==> src/rtl/sacc_pkg.sv <==
// Purpose: Shared constants and types for the serial converter control block
// Assumes: 40 MHz system clock
// Notes:   Timing counts derive from the figures here, except the select settle count and the SVA limits, which are literals
package sacc_pkg;

  localparam int RES_BITS        = 8;
  localparam int SHIFT_EDGES     = 8;
  localparam int SAMPLE_EDGE     = 4;
  localparam int HOLD_CYCLES     = 4;
  localparam int CONV_CYCLES     = 32;
  localparam int TOTAL_CYCLES    = HOLD_CYCLES + CONV_CYCLES;
  localparam int CLK_PERIOD_NS   = 25;
  localparam int INT_CLK_NS      = 250;
  localparam int INT_DIV         = INT_CLK_NS / CLK_PERIOD_NS;
  localparam int CONV_MAX_US     = 17;
  localparam int CONV_MAX_CYC    = (CONV_MAX_US * 1000) / CLK_PERIOD_NS;
  localparam int CS_SETTLE_EDGES = 3;
  localparam logic [7:0] RESULT_RST = 8'h00;

  typedef enum logic [4:0] {
    ST_IDLE   = 5'b0_0001,
    ST_SETTLE = 5'b0_0010,
    ST_SHIFT  = 5'b0_0100,
    ST_HOLD   = 5'b0_1000,
    ST_CONV   = 5'b1_0000
  } sacc_state_t;

  typedef struct packed {
    logic sample;
    logic hold;
    logic busy;
  } sacc_status_t;

endpackage

==> src/rtl/sacc_sar.sv <==
// Purpose: Successive-approximation engine, one bit per internal tick
// Assumes: Comparator answer is analog_gt_i, sampled through two flops
// Notes:   Abort stops the engine and leaves the last result untouched
`timescale 1ns/1ps
module sacc_sar
  import sacc_pkg::*;
#(
  parameter int WIDTH = RES_BITS
) (
  // Clock and reset
  input  wire logic             clk_i,
  input  wire logic             reset_i,
  // Control
  input  wire logic             start_i,
  input  wire logic             abort_i,
  input  wire logic             tick_i,
  input  wire logic             cmp_i,
  // Result
  output logic [WIDTH-1:0]      trial_o,
  output logic [WIDTH-1:0]      result_o,
  output logic                  done_o
);

  logic [WIDTH-1:0] trial_r, trial_nxt;
  logic [WIDTH-1:0] bit_r,   bit_nxt;
  logic             run_r,   run_nxt;
  logic             done_r,  done_nxt;

  always_comb begin
    trial_nxt = trial_r;
    bit_nxt   = bit_r;
    run_nxt   = run_r;
    done_nxt  = 1'b0;
    if (abort_i) begin
      run_nxt = 1'b0;
    end else if (start_i) begin
      run_nxt   = 1'b1;
      bit_nxt   = {1'b1, {(WIDTH-1){1'b0}}};
      trial_nxt = {1'b1, {(WIDTH-1){1'b0}}};
    end else if (run_r && tick_i) begin
      // Keep or drop the trial bit, then try the next lower one
      trial_nxt = (cmp_i ? trial_r : (trial_r & ~bit_r)) | (bit_r >> 1);
      bit_nxt   = bit_r >> 1;
      if (bit_r[0]) begin
        run_nxt  = 1'b0;
        done_nxt = 1'b1;
      end
    end
  end

  always_ff @(posedge clk_i) begin
    if (reset_i) begin
      trial_r <= '0;
      bit_r   <= '0;
      run_r   <= 1'b0;
      done_r  <= 1'b0;
    end else begin
      trial_r <= trial_nxt;
      bit_r   <= bit_nxt;
      run_r   <= run_nxt;
      done_r  <= done_nxt;
    end
  end

  assign trial_o  = trial_r;
  assign result_o = trial_r;
  assign done_o   = done_r;

endmodule

==> src/rtl/sacc_top.sv <==
// Purpose: Control logic of a serially read 8-bit converter
// Assumes: Select and shift clock come from another domain; 40 MHz clk_i
// Notes:   Internal conversion clock is a divided tick of clk_i
// Operation
// - Select high: output off, shift ignored
// - Respond after two rises, one fall internal
// - First four falls shift bits two-five
// - Sampling starts after fourth falling edge
// - Falls five-seven shift bits six-eight
// - Hold begins at eighth falling edge
// - Hold four cycles, convert thirty-two more
// - Glitches under held select lose alignment
// - Select fall aborts conversion, resets logic
// - Early new sequence aborts, keeps old result
// - Conversion clock independent of shift clock
// - Result stored in eight-bit data register
// - Conversion finishes within 17 microseconds
`timescale 1ns/1ps
module sacc_top
  import sacc_pkg::*;
#(
  parameter int DIV = INT_DIV
) (
  // Clock and reset
  input  wire logic clk_i,
  input  wire logic reset_i,
  // Serial link
  input  wire logic chip_select_n_i,
  input  wire logic serial_shift_clock_i,
  output logic      serial_result_out_o,
  output logic      serial_result_oe_o,
  // Analog front end
  input  wire logic analog_gt_i,
  output logic      sample_o,
  output logic      hold_o,
  output logic      busy_o
);

  localparam logic [5:0] TOTAL_C = 6'(TOTAL_CYCLES);
  localparam logic [5:0] HOLD_C  = 6'(HOLD_CYCLES);
  localparam logic [3:0] DIV_C   = 4'(DIV);

  // Synchronisers for pins
  logic [1:0] cs_sync_r, sck_sync_r, cmp_sync_r;
  logic       cs_d_r, sck_d_r;
  always_ff @(posedge clk_i) begin
    if (reset_i) begin
      cs_sync_r  <= 2'b11;
      sck_sync_r <= 2'b00;
      cmp_sync_r <= 2'b00;
      cs_d_r     <= 1'b1;
      sck_d_r    <= 1'b0;
    end else begin
      cs_sync_r  <= {cs_sync_r[0], chip_select_n_i};
      sck_sync_r <= {sck_sync_r[0], serial_shift_clock_i};
      cmp_sync_r <= {cmp_sync_r[0], analog_gt_i};
      cs_d_r     <= cs_sync_r[1];
      sck_d_r    <= sck_sync_r[1];
    end
  end

  logic cs_n, cs_fall, sck_fall;
  assign cs_n     = cs_sync_r[1];
  assign cs_fall  = cs_d_r & ~cs_n;
  assign sck_fall = sck_d_r & ~sck_sync_r[1] & ~cs_n;

  // Internal system clock: free running tick, phase tracked for settle
  logic [3:0] div_r, div_nxt;
  logic       tick, tick_rise, tick_fall;
  always_comb begin
    div_nxt = (div_r == DIV_C - 4'h1) ? 4'h0 : div_r + 4'h1;
  end
  assign tick      = (div_r == DIV_C - 4'h1);
  assign tick_rise = tick;
  assign tick_fall = (div_r == (DIV_C >> 1) - 4'h1);
  always_ff @(posedge clk_i) begin
    if (reset_i) div_r <= 4'h0;
    else         div_r <= div_nxt;
  end

  // Control state
  sacc_state_t state_r, state_nxt;
  logic [3:0]  edges_r, edges_nxt;
  logic [5:0]  cyc_r,   cyc_nxt;
  logic [1:0]  rise_r,  rise_nxt;
  logic        fall_r,  fall_nxt;
  logic [7:0]  shreg_r, shreg_nxt;
  logic [7:0]  data_r,  data_nxt;
  logic        dout_r,  dout_nxt;
  logic        oe_r,    oe_nxt;
  logic        samp_r,  samp_nxt;
  logic        hold_r,  hold_nxt;
  logic        busy_r,  busy_nxt;
  logic        sar_start, sar_abort, conv_end;
  logic [7:0]  sar_result;

  sacc_sar #(.WIDTH(RES_BITS)) u_sar (
    .clk_i    (clk_i),
    .reset_i  (reset_i),
    .start_i  (sar_start),
    .abort_i  (sar_abort),
    .tick_i   (tick),
    .cmp_i    (cmp_sync_r[1]),
    .trial_o  (),
    .result_o (sar_result),
    .done_o   ()
  );

  // Result lands only after the full tick budget, so an abort keeps the old one
  assign conv_end = (state_r == ST_CONV) && tick && (cyc_r + 6'd1 == TOTAL_C);

  always_comb begin
    state_nxt = state_r;
    edges_nxt = edges_r;
    cyc_nxt   = cyc_r;
    rise_nxt  = rise_r;
    fall_nxt  = fall_r;
    shreg_nxt = shreg_r;
    data_nxt  = data_r;
    dout_nxt  = dout_r;
    oe_nxt    = ~cs_n;
    samp_nxt  = samp_r;
    hold_nxt  = hold_r;
    busy_nxt  = busy_r;
    sar_start = 1'b0;
    sar_abort = 1'b0;
    if (conv_end) begin
      data_nxt = sar_result;
    end
    if (cs_fall) begin
      // Fresh sequence: drop any running conversion
      sar_abort = 1'b1;
      state_nxt = ST_SETTLE;
      rise_nxt  = 2'd0;
      fall_nxt  = 1'b0;
      edges_nxt = 4'd0;
      samp_nxt  = 1'b0;
      hold_nxt  = 1'b0;
      busy_nxt  = 1'b0;
      shreg_nxt = conv_end ? sar_result : data_r;
      dout_nxt  = conv_end ? sar_result[7] : data_r[7];
    end else begin
      case (state_r)
        ST_IDLE: begin
          if (!cs_n && sck_fall) begin
            // Select held low across conversions
            state_nxt = ST_SHIFT;
            edges_nxt = 4'd0;
            shreg_nxt = data_r;
            dout_nxt  = data_r[7];
          end
        end
        ST_SETTLE: begin
          if (tick_rise && rise_r != 2'd2) rise_nxt = rise_r + 2'd1;
          if (tick_fall && rise_r != 2'd0) fall_nxt = 1'b1;
          if (rise_r == 2'd2 && fall_r) state_nxt = ST_SHIFT;
        end
        ST_SHIFT: begin
          if (sck_fall) begin
            edges_nxt = edges_r + 4'd1;
            shreg_nxt = {shreg_r[6:0], 1'b0};
            dout_nxt  = shreg_r[6];
            if (edges_r + 4'd1 == 4'(SAMPLE_EDGE)) samp_nxt = 1'b1;
            if (edges_r + 4'd1 == 4'(SHIFT_EDGES)) begin
              samp_nxt  = 1'b0;
              hold_nxt  = 1'b1;
              busy_nxt  = 1'b1;
              cyc_nxt   = 6'd0;
              sar_abort = 1'b1;
              state_nxt = ST_HOLD;
            end
          end
        end
        ST_HOLD: begin
          if (tick) cyc_nxt = cyc_r + 6'd1;
          if (tick && cyc_r + 6'd1 == HOLD_C) begin
            sar_start = 1'b1;
            state_nxt = ST_CONV;
          end
        end
        ST_CONV: begin
          if (tick) cyc_nxt = cyc_r + 6'd1;
          if (conv_end) begin
            // 36 ticks at 4 MHz in all: well under 17 us
            hold_nxt  = 1'b0;
            busy_nxt  = 1'b0;
            state_nxt = ST_IDLE;
          end
        end
        default: state_nxt = ST_IDLE;
      endcase
    end
  end

  always_ff @(posedge clk_i) begin
    if (reset_i) begin
      state_r <= ST_IDLE;
      edges_r <= 4'd0;
      cyc_r   <= 6'd0;
      rise_r  <= 2'd0;
      fall_r  <= 1'b0;
      shreg_r <= RESULT_RST;
      data_r  <= RESULT_RST;
      dout_r  <= 1'b0;
      oe_r    <= 1'b0;
      samp_r  <= 1'b0;
      hold_r  <= 1'b0;
      busy_r  <= 1'b0;
    end else begin
      state_r <= state_nxt;
      edges_r <= edges_nxt;
      cyc_r   <= cyc_nxt;
      rise_r  <= rise_nxt;
      fall_r  <= fall_nxt;
      shreg_r <= shreg_nxt;
      data_r  <= data_nxt;
      dout_r  <= dout_nxt;
      oe_r    <= oe_nxt;
      samp_r  <= samp_nxt;
      hold_r  <= hold_nxt;
      busy_r  <= busy_nxt;
    end
  end

  assign serial_result_out_o = dout_r;
  assign serial_result_oe_o  = oe_r;
  assign sample_o            = samp_r;
  assign hold_o              = hold_r;
  assign busy_o              = busy_r;

endmodule

==> config.mk <==
export PLATFORM = sky130hd
export DESIGN_NAME = sacc_top
export DESIGN_NICKNAME = d
export VERILOG_FILES = /design/src/rtl/sacc_pkg.sv /design/src/rtl/sacc_sar.sv /design/src/rtl/sacc_top.sv
export SDC_FILE = /design/constraint.sdc
export NUM_CORES = 1
export LEC_CHECK = 0
export ABC_AREA = 1
export BUFFER_PORTS_ARGS = -buffer_cell sky130_fd_sc_hd__buf_2
export CAP_MARGIN = 20
export CORE_MARGIN = 5
export CORE_UTILIZATION = 40
export CTS_CLUSTER_SIZE = 12
export DETAILED_ROUTE_END_ITERATION = 7
export PLACE_DENSITY_LB_ADDON = 0.08
export RECOVER_POWER = 25
export SETUP_SLACK_MARGIN = 0.4
export SYNTH_ARGS = -nofsm -noshare
export SYNTH_HDL_FRONTEND = slang
export SYNTH_SLANG_ARGS = --single-unit
==> constraint.sdc <==
create_clock -name clk_i -period 1.9 [get_ports clk_i]
set_input_delay 0.19 -clock clk_i [delete_from_list [all_inputs] [get_ports clk_i]]
set_output_delay 0.19 -clock clk_i [all_outputs]
set_load 0.005 [all_outputs]
== Yosys cells after proc, flatten, opt, wreduce, memory -nomap -nowiden ==
Index checks and enable logic that the tools add are counted.

* Output and inout port bits: 5
* Register bits after elaboration: 66
* Word-level logic and storage cells: 139

* Bitwise gates (word level): 10
* $add $sub $neg: 4
* Multiplexer cells: 46
* Reductions and logical operators: 32
* Equality and inequality tests: 26

{| class="wikitable"
|+ Operators with widths
! kind !! count
|-
| 8-bit 2-to-1 mux || 6
|-
| 5-bit 2-to-1 mux || 6
|-
| 5-bit one-hot mux with 5 select lines || 1
|-
| 7-bit 2-to-1 mux || 3
|-
| 1-bit 2-to-1 mux || 19
|-
| 6-bit 2-to-1 mux || 3
|-
| 3-bit != test, second input constant || 6
|-
| 2-bit != test, second input constant || 7
|-
| 7-bit one-hot mux with 2 select lines || 1
|-
| 2-bit nonzero test || 7
|-
| 6-bit one-hot mux with 2 select lines || 1
|-
| 6-bit AND reduction || 2
|-
| 3-bit AND reduction || 3
|-
| 4-bit by 1-bit adder with 4-bit output, second input constant || 2
|-
| 8-bit AND || 1
|-
| 4-bit by 3-bit equality test with 1-bit output, second input constant || 2
|-
| 4-bit equality test, second input constant || 2
|-
| 1-bit logical AND || 8
|-
| 4-bit 2-to-1 mux || 2
|-
| 8-bit NOT || 1
|-
| 8-bit by 7-bit bitwise OR with 8-bit output || 1
|-
| 4-bit one-hot mux with 2 select lines || 1
|-
| 2-bit AND reduction || 4
|-
| 2-bit OR reduction || 4
|-
| other kinds (19) || 25
|}

== Logic depth before layout (Yosys ltp) ==
Gate-level depths: netlist (run 1).

* Word-level depth: 8
* Gate-level depth with buffers: 12
* Gate-level depth less buffers: 12

== Cells and area by module ==
A second synthesis (run 1) with hierarchy kept.

* Cell total of the unflattened synthesis: 460
* Area, all modules: 3301.9 um^2

{| class="wikitable"
|+ By module, submodules not included
! module !! times used !! area each (um^2) !! cells an instance
|-
| sacc_top || 1 || 2499.9 || 354
|-
| sacc_sar || 1 || 802.0 || 106
|}

== Least setup slack after synthesis (run 1) ==
No wires, ideal clock.

* Path kind: register to register
* Start point: register cyc_r[0]
* End point: register u_sar.bit_r[0]
* Setup time: 136 ps
* Clock period less this slack: 1638 ps
* Path slack: 262 ps
* Data required time: 1764 ps
* Data arrival time: 1502 ps
* Cell stages (with the launch flop): 9
* Path through: dfxtp_1 -> ha_1 -> xor2_1 -> nand2_1 -> nor2_4 -> nand4_4 -> clkbuf_2 -> o21ai_0 -> nor3_2

* Longest elaborated chain between the ends: 8

{| class="wikitable"
|+ Ends and longest elaborated chain
! item !! line !! text
|-
| start, declared || sacc_top.sv:84 || <nowiki>logic [5:0] cyc_r, cyc_nxt;</nowiki>
|-
| start signal, assigned || sacc_top.sv:212 || <nowiki>cyc_r <= cyc_nxt;</nowiki>
|-
| 6-bit by 1-bit adder with 6-bit output * || sacc_top.sv:176 || <nowiki>if (tick && cyc_r + 6'd1 == HOLD_C) begin</nowiki>
|-
| 6-bit by 3-bit equality test with 1-bit output * || sacc_top.sv:176 ||
|-
| 1-bit logical AND * || sacc_top.sv:176 ||
|-
| 1-bit 2-to-1 mux * || sacc_top.sv:176 ||
|-
| 1-bit 2-to-1 mux * || sacc_top.sv:143 || <nowiki>case (state_r)</nowiki>
|-
| 1-bit 2-to-1 mux * || sacc_top.sv:130 || <nowiki>if (cs_fall) begin</nowiki>
|-
| 2-bit nonzero test (no line) || - ||
|-
| 2-bit AND reduction (no line) || - ||
|-
| end signal, assigned || sacc_sar.sv:59 || <nowiki>bit_r <= bit_nxt;</nowiki>
|-
| end, declared || sacc_sar.sv:25 || <nowiki>logic [WIDTH-1:0] bit_r, bit_nxt;</nowiki>
|}

Every way passes the cells marked *; elsewhere a longest branch is shown, timed or not.
A chain may end at the register's enable or synchronous reset.

== Worst setup path in the final report (run 1) ==
* Start point: register cyc_r[0]
* End point: register u_sar.bit_r[6]

Same word-level chain as after synthesis.

==> results of run 1 <==
==> synth_stat cells, types with 2 or more instances <==
cell type / instances
nand2_1: 93
ha_1: 8
nand4_4: 2
and3_1: 2
nand2_2: 2
nand3b_1: 9
nor2_2: 4
nand2_4: 4
o21ai_0: 46
dfxtp_1: 66
nand4_1: 14
or2_2: 3
a21oi_1: 17
nor3_1: 5
nor2_4: 3
nor2_1: 50
nand3_1: 26
inv_1: 59
clkbuf_2: 2
nor3_2: 9
clkbuf_1: 9
==> logic make-up (layout without fill, tap and decap cells) <==
kind of cell,count (synthesis),count (layout),synth area share
AOI/OAI and AO/OA,67,67,0.106
xor gates and xnor gates,3,3,0.0103
adders and majority gates,8,8,0.0305
buffers and inverters,74,120,0.0887
DFF,66,66,0.402
and+or+nand+nor,230,234,0.363
==> worst paths after layout <==
check	startpoint	end	slack [ns]	cells past startpoint
max	cyc_r[0]	u_sar.bit_r[6]	0.16	8
min reg2reg	sck_sync_r[0]	sck_sync_r[1]	0.41	2
max reg2reg	cyc_r[0]	u_sar.bit_r[6]	0.16	8
min	chip_select_n_i	cs_sync_r[0]	0.02	2
==> report_power, final <==
group | switching (mW) | internal (mW) | total (mW) | leakage (nW)
clock | 0.597 | 0.883 | 1.48 | 0.120
combinational | 0.424 | 0.250 | 0.674 | 1.24
sequential | 0.0824 | 1.45 | 1.53 | 0.540
==> critical path, stage by stage, from the launching register on <==
cell     delay, ns
dfxtp_4       0.38
ha_4          0.19
xor2_4        0.19
nand2_2       0.09
nor2_4        0.15
nand4_4       0.26
buf_12        0.24
o21ai_2       0.05
nor3_1        0.06
==> layout make-up <==
cell class | instances | share of cell area
timing repair buffer | 44 | 0.0834
sequential | 66 | 0.312
multi-input combinational | 312 | 0.464
clock buffer | 9 | 0.0287
tap | 105 | 0.0304
inverter | 60 | 0.0527
clock inverter | 7 | 0.0287
==> layer usage <==
metal  wire, um  part of all wire  global-route usage  up-vias
li1           -                 -                   -     1544
met1       3650              0.45               0.210     1414
met2       4080              0.50               0.265       52
met3        347             0.043              0.0415        2
met4         39            0.0048              0.0435        0
met5          0                 0                   0        -
==> timing repair <==
item | 4_1_cts | 5_1_grt
hold buffers | 0 | 0
buffers inserted | 10 | 12
pin swaps | 10 | 26
cloned | 1 | 3
resized for setup | 30 | 61
endpoints found under the setup margin | 43 | 48
hold endpoints to repair | 0 | 0
==> placed cells by master, fill, tap and decap left out, drive strengths merged <==
| master | netlist | routed |
|---|---|---|
| o31ai | 1 | 1 |
| inv | 60 | 62 |
| clkinvlp | 0 | 1 |
| buf | 3 | 40 |
| and3 | 2 | 2 |
| nand3b | 9 | 9 |
| o21ai | 47 | 47 |
| nand3 | 28 | 28 |
| a21oi | 18 | 18 |
| bufinv | 0 | 3 |
| nor2 | 58 | 59 |
| clkinv | 0 | 1 |
| nor3 | 15 | 15 |
| nand4 | 16 | 17 |
| or2 | 3 | 3 |
| a22oi | 1 | 1 |
| nand2 | 99 | 101 |
| xnor2 | 1 | 1 |
| dfxtp | 66 | 66 |
| clkbuf | 11 | 13 |
| ha | 8 | 8 |
| xor2 | 2 | 2 |
==> per-stage QoR <==
step,hold WS [ns],worst slack (ns),cells,area (um^2)
CTS,0.0181,0.252,588,4040
global placement,0.373,0.105,561,3570
detailed placement,0.376,0.0743,561,3570
global route,0.00742,0.0765,603,4320
finish,0.0242,0.161,603,4320
floorplan,0.294,0.396,448,3360
==> sequential cells by signal, summed over array words and instances, names as in the netlist, 2 cells and up <==
register        count
cs_sync_r           2
edges_r             4
data_r              8
cyc_r               6
div_r               4
u_sar.bit_r         8
shreg_r             7
cmp_sync_r          2
rise_r              2
u_sar.result_o      8
sck_sync_r          2
state_r             5
==> impl_metrics.ini, run 1 <==
[outcome]
status = finished, final reports clean

[synthesis]
yosysTopAreaCell = dfxtp_1
synth-seq-area-share = 0.402
synth_edf_count = 0
synth_seq_cells = 66
synth_nets = 461
synthCells = 448
yosysTopAreaCellShare = 0.402
synth_flop_cell = dfxtp_1
synth_area_mm2 = 0.00329
synth.avg_cell_area_um2 = 7.33
yosysUniqueCellTypes = 36
ys.warnings.count = 0
synthArstFlopShare = 0
ys_top_cells_by_area = dfxtp_1, nand2_1, o21ai_0, inv_1, nor2_1

[floorplanning]
initial_utilization = 0.406
die_w_um = 101
core.rowCount = 33
io_pins = 10
die_y_um = 101
core-area_mm2 = 0.00809
dieArea_mm2 = 0.0101

[sta]
worstMarginPinSlew_ns = 0.686
fin_crit_sh = 0.915
finalSetupTns_ns = 0
period_minus_slack_ns = 1.74
finalSetupViolCount = 0
relSlewSlack = 0.543
slew_viol_final = 0
skew_ns = 0.0120
hold_viol = 0
fmax_ghz = 0.575
rsz0062_at_grt = yes

[worst_setup_path]
critPathKind = reg -> reg
crit_arrival_ns = 1.94
critPathCaptureType = register
crit_fanout = 7
critPathLaunchType = register
cp.required_ns = 2.10

[detailed_routing]
vias_per_cell = 5.00
wl_um = 8120
drt_iter0_drc = 128
antenna_left = 0
post-route-drc-count = 0
vias = 3012
wire_per_inst_um = 13.5
dr.pass1.iters = 4

[global_route]
grt_pass1_wl_um = 13000
grt_usage = 0.161
grt_start_max_net_pins = 25
grt_pass1_vias = 2750
grt_antenna_before_repair = 0
grt_overflow = 0

[placed_design]
place.gp.congestion = 0.813
hpwlAfterDp_um = 5210
io_buffers = 9

[finish]
syn2layout_area_growth_pct = 31.6
drive_gt1_frac = 0.331
fin_util = 0.534
num-fill-cells = 790
fin_nets = 506
insertedDiodeCount = 0
multi_input_area_mm2 = 0.00201
seq_area_mm2 = 0.00135

[clock_network]
root_buffer = clkbuf_8
clock_path_buffers = 2
cts_max_level = 3
cts_tree = built
cts.sinks = 66
numCtsBuffers = 9
clk_pin_slew_ns = 0.08
clk_latency_ns = 0.35

[pwr]
peakVddDrop_uv = 489
power_mw = 3.68
power_density_mw_per_mm2 = 852
leakage_nw = 1.90

[flow_run]
drv_cap = 0

[hold_path]
min-delay-path-class = in -> reg
Note: power is estimated with default switching activity, not from simulation.
==> run 2: changes to the inputs <==
--- a/config.mk
+++ b/config.mk
@@ -6,12 +6,14 @@
 export NUM_CORES = 1
 export LEC_CHECK = 0
 export ABC_AREA = 1
+export ABC_CLOCK_PERIOD_IN_PS = 2000
 export BUFFER_PORTS_ARGS = -buffer_cell sky130_fd_sc_hd__buf_2
 export CAP_MARGIN = 20
 export CORE_MARGIN = 5
 export CORE_UTILIZATION = 40
 export CTS_CLUSTER_SIZE = 12
 export DETAILED_ROUTE_END_ITERATION = 7
+export HOLD_SLACK_MARGIN = 0.15
 export PLACE_DENSITY_LB_ADDON = 0.08
 export RECOVER_POWER = 25
 export SETUP_SLACK_MARGIN = 0.4
==> constraint.sdc (replaced) <==
create_clock -name clk_i -period 2 [get_ports clk_i]
set_input_delay 0.2 -clock clk_i [delete_from_list [all_inputs] [get_ports clk_i]]
set_output_delay 0.2 -clock clk_i [all_outputs]
set_load 0.005 [all_outputs]
==> run 2 against run 1 <==
Core utilization shrank 1.6 points. Design area shrank 3.0%. Sequential power shrank 6%. Sequential share of layout area grew 0.96 points. Combinational power shrank 7.0%. Register-to-register slack gained 0.09 ns. Non-clock buffer count shrank 2. Setup slack gained 0.085 ns.
==> impl_metrics.ini, run 2 (same netlist as run 1, synthesis figures left out) <==
[outcome]
status = finished, final reports clean

[detailed_routing]
drt_iter0_drc = 124
dr.pass1.iters = 4
antenna_left = 0
wire_per_inst_um = 13.9
post-route-drc-count = 0
wl_um = 8310
vias_per_cell = 4.95
vias = 2960

[worst_setup_path]
critPathLaunchType = register
r2r_slack_ns = 0.25
crit_arrival_ns = 1.96
critPathKind = reg -> reg
cp.required_ns = 2.21
critPathCaptureType = register
timing.rr.start = div_r[1]
crit_fanout = 7
crit_path_start = div_r[1]

[clock_network]
clk_pin_slew_ns = 0.08
cts_max_level = 3
numCtsBuffers = 9
clk_latency_ns = 0.34
root_buffer = clkbuf_8
cts.sinks = 66
cts_tree = built
clock_path_buffers = 2

[hold_path]
min-delay-path-class = in -> reg
min_from = reset_i

[pwr]
power_density_mw_per_mm2 = 756
leakage_nw = 1.84
swShare = 0.312
pwr-share-seq = 0.455
power_mw = 3.17
p_clk_frac = 0.347
switchingPower_uw = 989
p_comb_frac = 0.198
intPower_mw = 2.18
peakVddDrop_uv = 341

[placed_design]
io_buffers = 9
hpwlAfterDp_um = 5240
place.gp.congestion = 0.794

[sta]
skew_ns = 0.0122
finalSetupTns_ns = 0
hold_slack_ns = 0.275
period_minus_slack_ns = 1.75
fmax_ghz = 0.570
worstMarginPinSlew_ns = 0.830
fin_crit_sh = 0.877
rsz0062_at_grt = yes
hold_viol = 0
finalSetupViolCount = 0
relSlewSlack = 0.447
slew_viol_final = 0

[global_route]
grt_pass1_wl_um = 14000
use_met3 = 0.0353
grt-busiest-layer = met2
grt_pass1_vias = 2843
grt_antenna_before_repair = 0
grt_start_max_net_pins = 34
grt_usage = 0.175
grtUsageMet1 = 0.227
grt_overflow = 0
gr-usage-met2 = 0.284

[finish]
insertedDiodeCount = 0
fin_util = 0.518
fin_nets = 502
layout_common_cells = nand2_1, inv_1, dfxtp_1
syn2layout_area_growth_pct = 27.6
drive_gt1_frac = 0.280
mostFrequentLayoutCell = nand2_1

[floorplanning]
die_w_um = 101
core-area_mm2 = 0.00809
dieArea_mm2 = 0.0101
core.rowCount = 33
die_y_um = 101
initial_utilization = 0.406
io_pins = 10

[flow_run]
drv_cap = 0
[run 2: cell types whose count changed in the layout (fill, tap and decap cells not counted), moves of 4 or more]
cell and change:
inv_1 +4, nand2_1 +14, nand2_2 -14, clkbuf_8 +4
inv_2 -4
[run 2: area by class of cell]
type / instances / area, um^2
clock buffer: 13 / 179
clock inverter: 2 / 10.0
fill: 808 / 3900
inverter: 60 / 228
multi-input combinational: 310 / 1960
sequential: 66 / 1350
tap: 105 / 131
timing repair buffer: 42 / 340
[run 2: worst paths after layout]
path / cells past startpoint / endpoint
worst min register to register: 2 / cmp_sync_r[1]
worst max-delay path: 10 / u_sar.bit_r[5]
worst min-delay path: 4 / u_sar.result_o[6]
worst max register to register: 10 / u_sar.bit_r[5]
[run 2: power by group through the flow]
stage | combinational, mW | clock, mW | sequential [mW]
after floorplan | 0.409 | 0 | 1.45
after global placement | 0.526 | 0 | 1.46
after detailed placement | 0.528 | 0 | 1.46
after CTS | 0.580 | 1.11 | 1.44
after global routing | 0.703 | 1.18 | 1.45
final | 0.627 | 1.10 | 1.44
[run 2: through the flow]
stage,cell area [um^2],cells,setup slack (ns)
CTS,4010,589,0.354
global route,4190,598,0.129
global placement,3500,560,0.103
finish,4190,598,0.246
detailed placement,3500,560,0.0429
floorplan,3310,448,0.402
[run 2: worst max-delay path, cell delays in order (launching register included)]
cell	delay [ns]
dfxtp_1	0.33
inv_1	0.11
ha_4	0.15
nand3_4	0.09
nor2_4	0.12
nand2_2	0.07
nor2_4	0.16
nand4_4	0.23
buf_8	0.23
o21ai_2	0.06
nor3_2	0.05
[run 2: per-layer routing]
| layer | vias up | part of all wire | routed length (um) |
|---|---|---|---|
| met4 | 0 | 0.021 | 173 |
| li1 | 1527 | - | - |
| met2 | 40 | 0.49 | 4040 |
| met5 | - | 0 | 0 |
| met3 | 13 | 0.025 | 204 |
| met1 | 1380 | 0.47 | 3900 |
[run 2: timing repair]
action / 4_1_cts / 5_1_grt
resized for setup: 56 / 38
endpoints found under the hold margin: 3 / 0
hold buffers: 3 / 0
gates cloned: 1 / 1
endpoints found under the setup margin: 43 / 43
pin swaps: 9 / 14
buffers inserted: 10 / 8
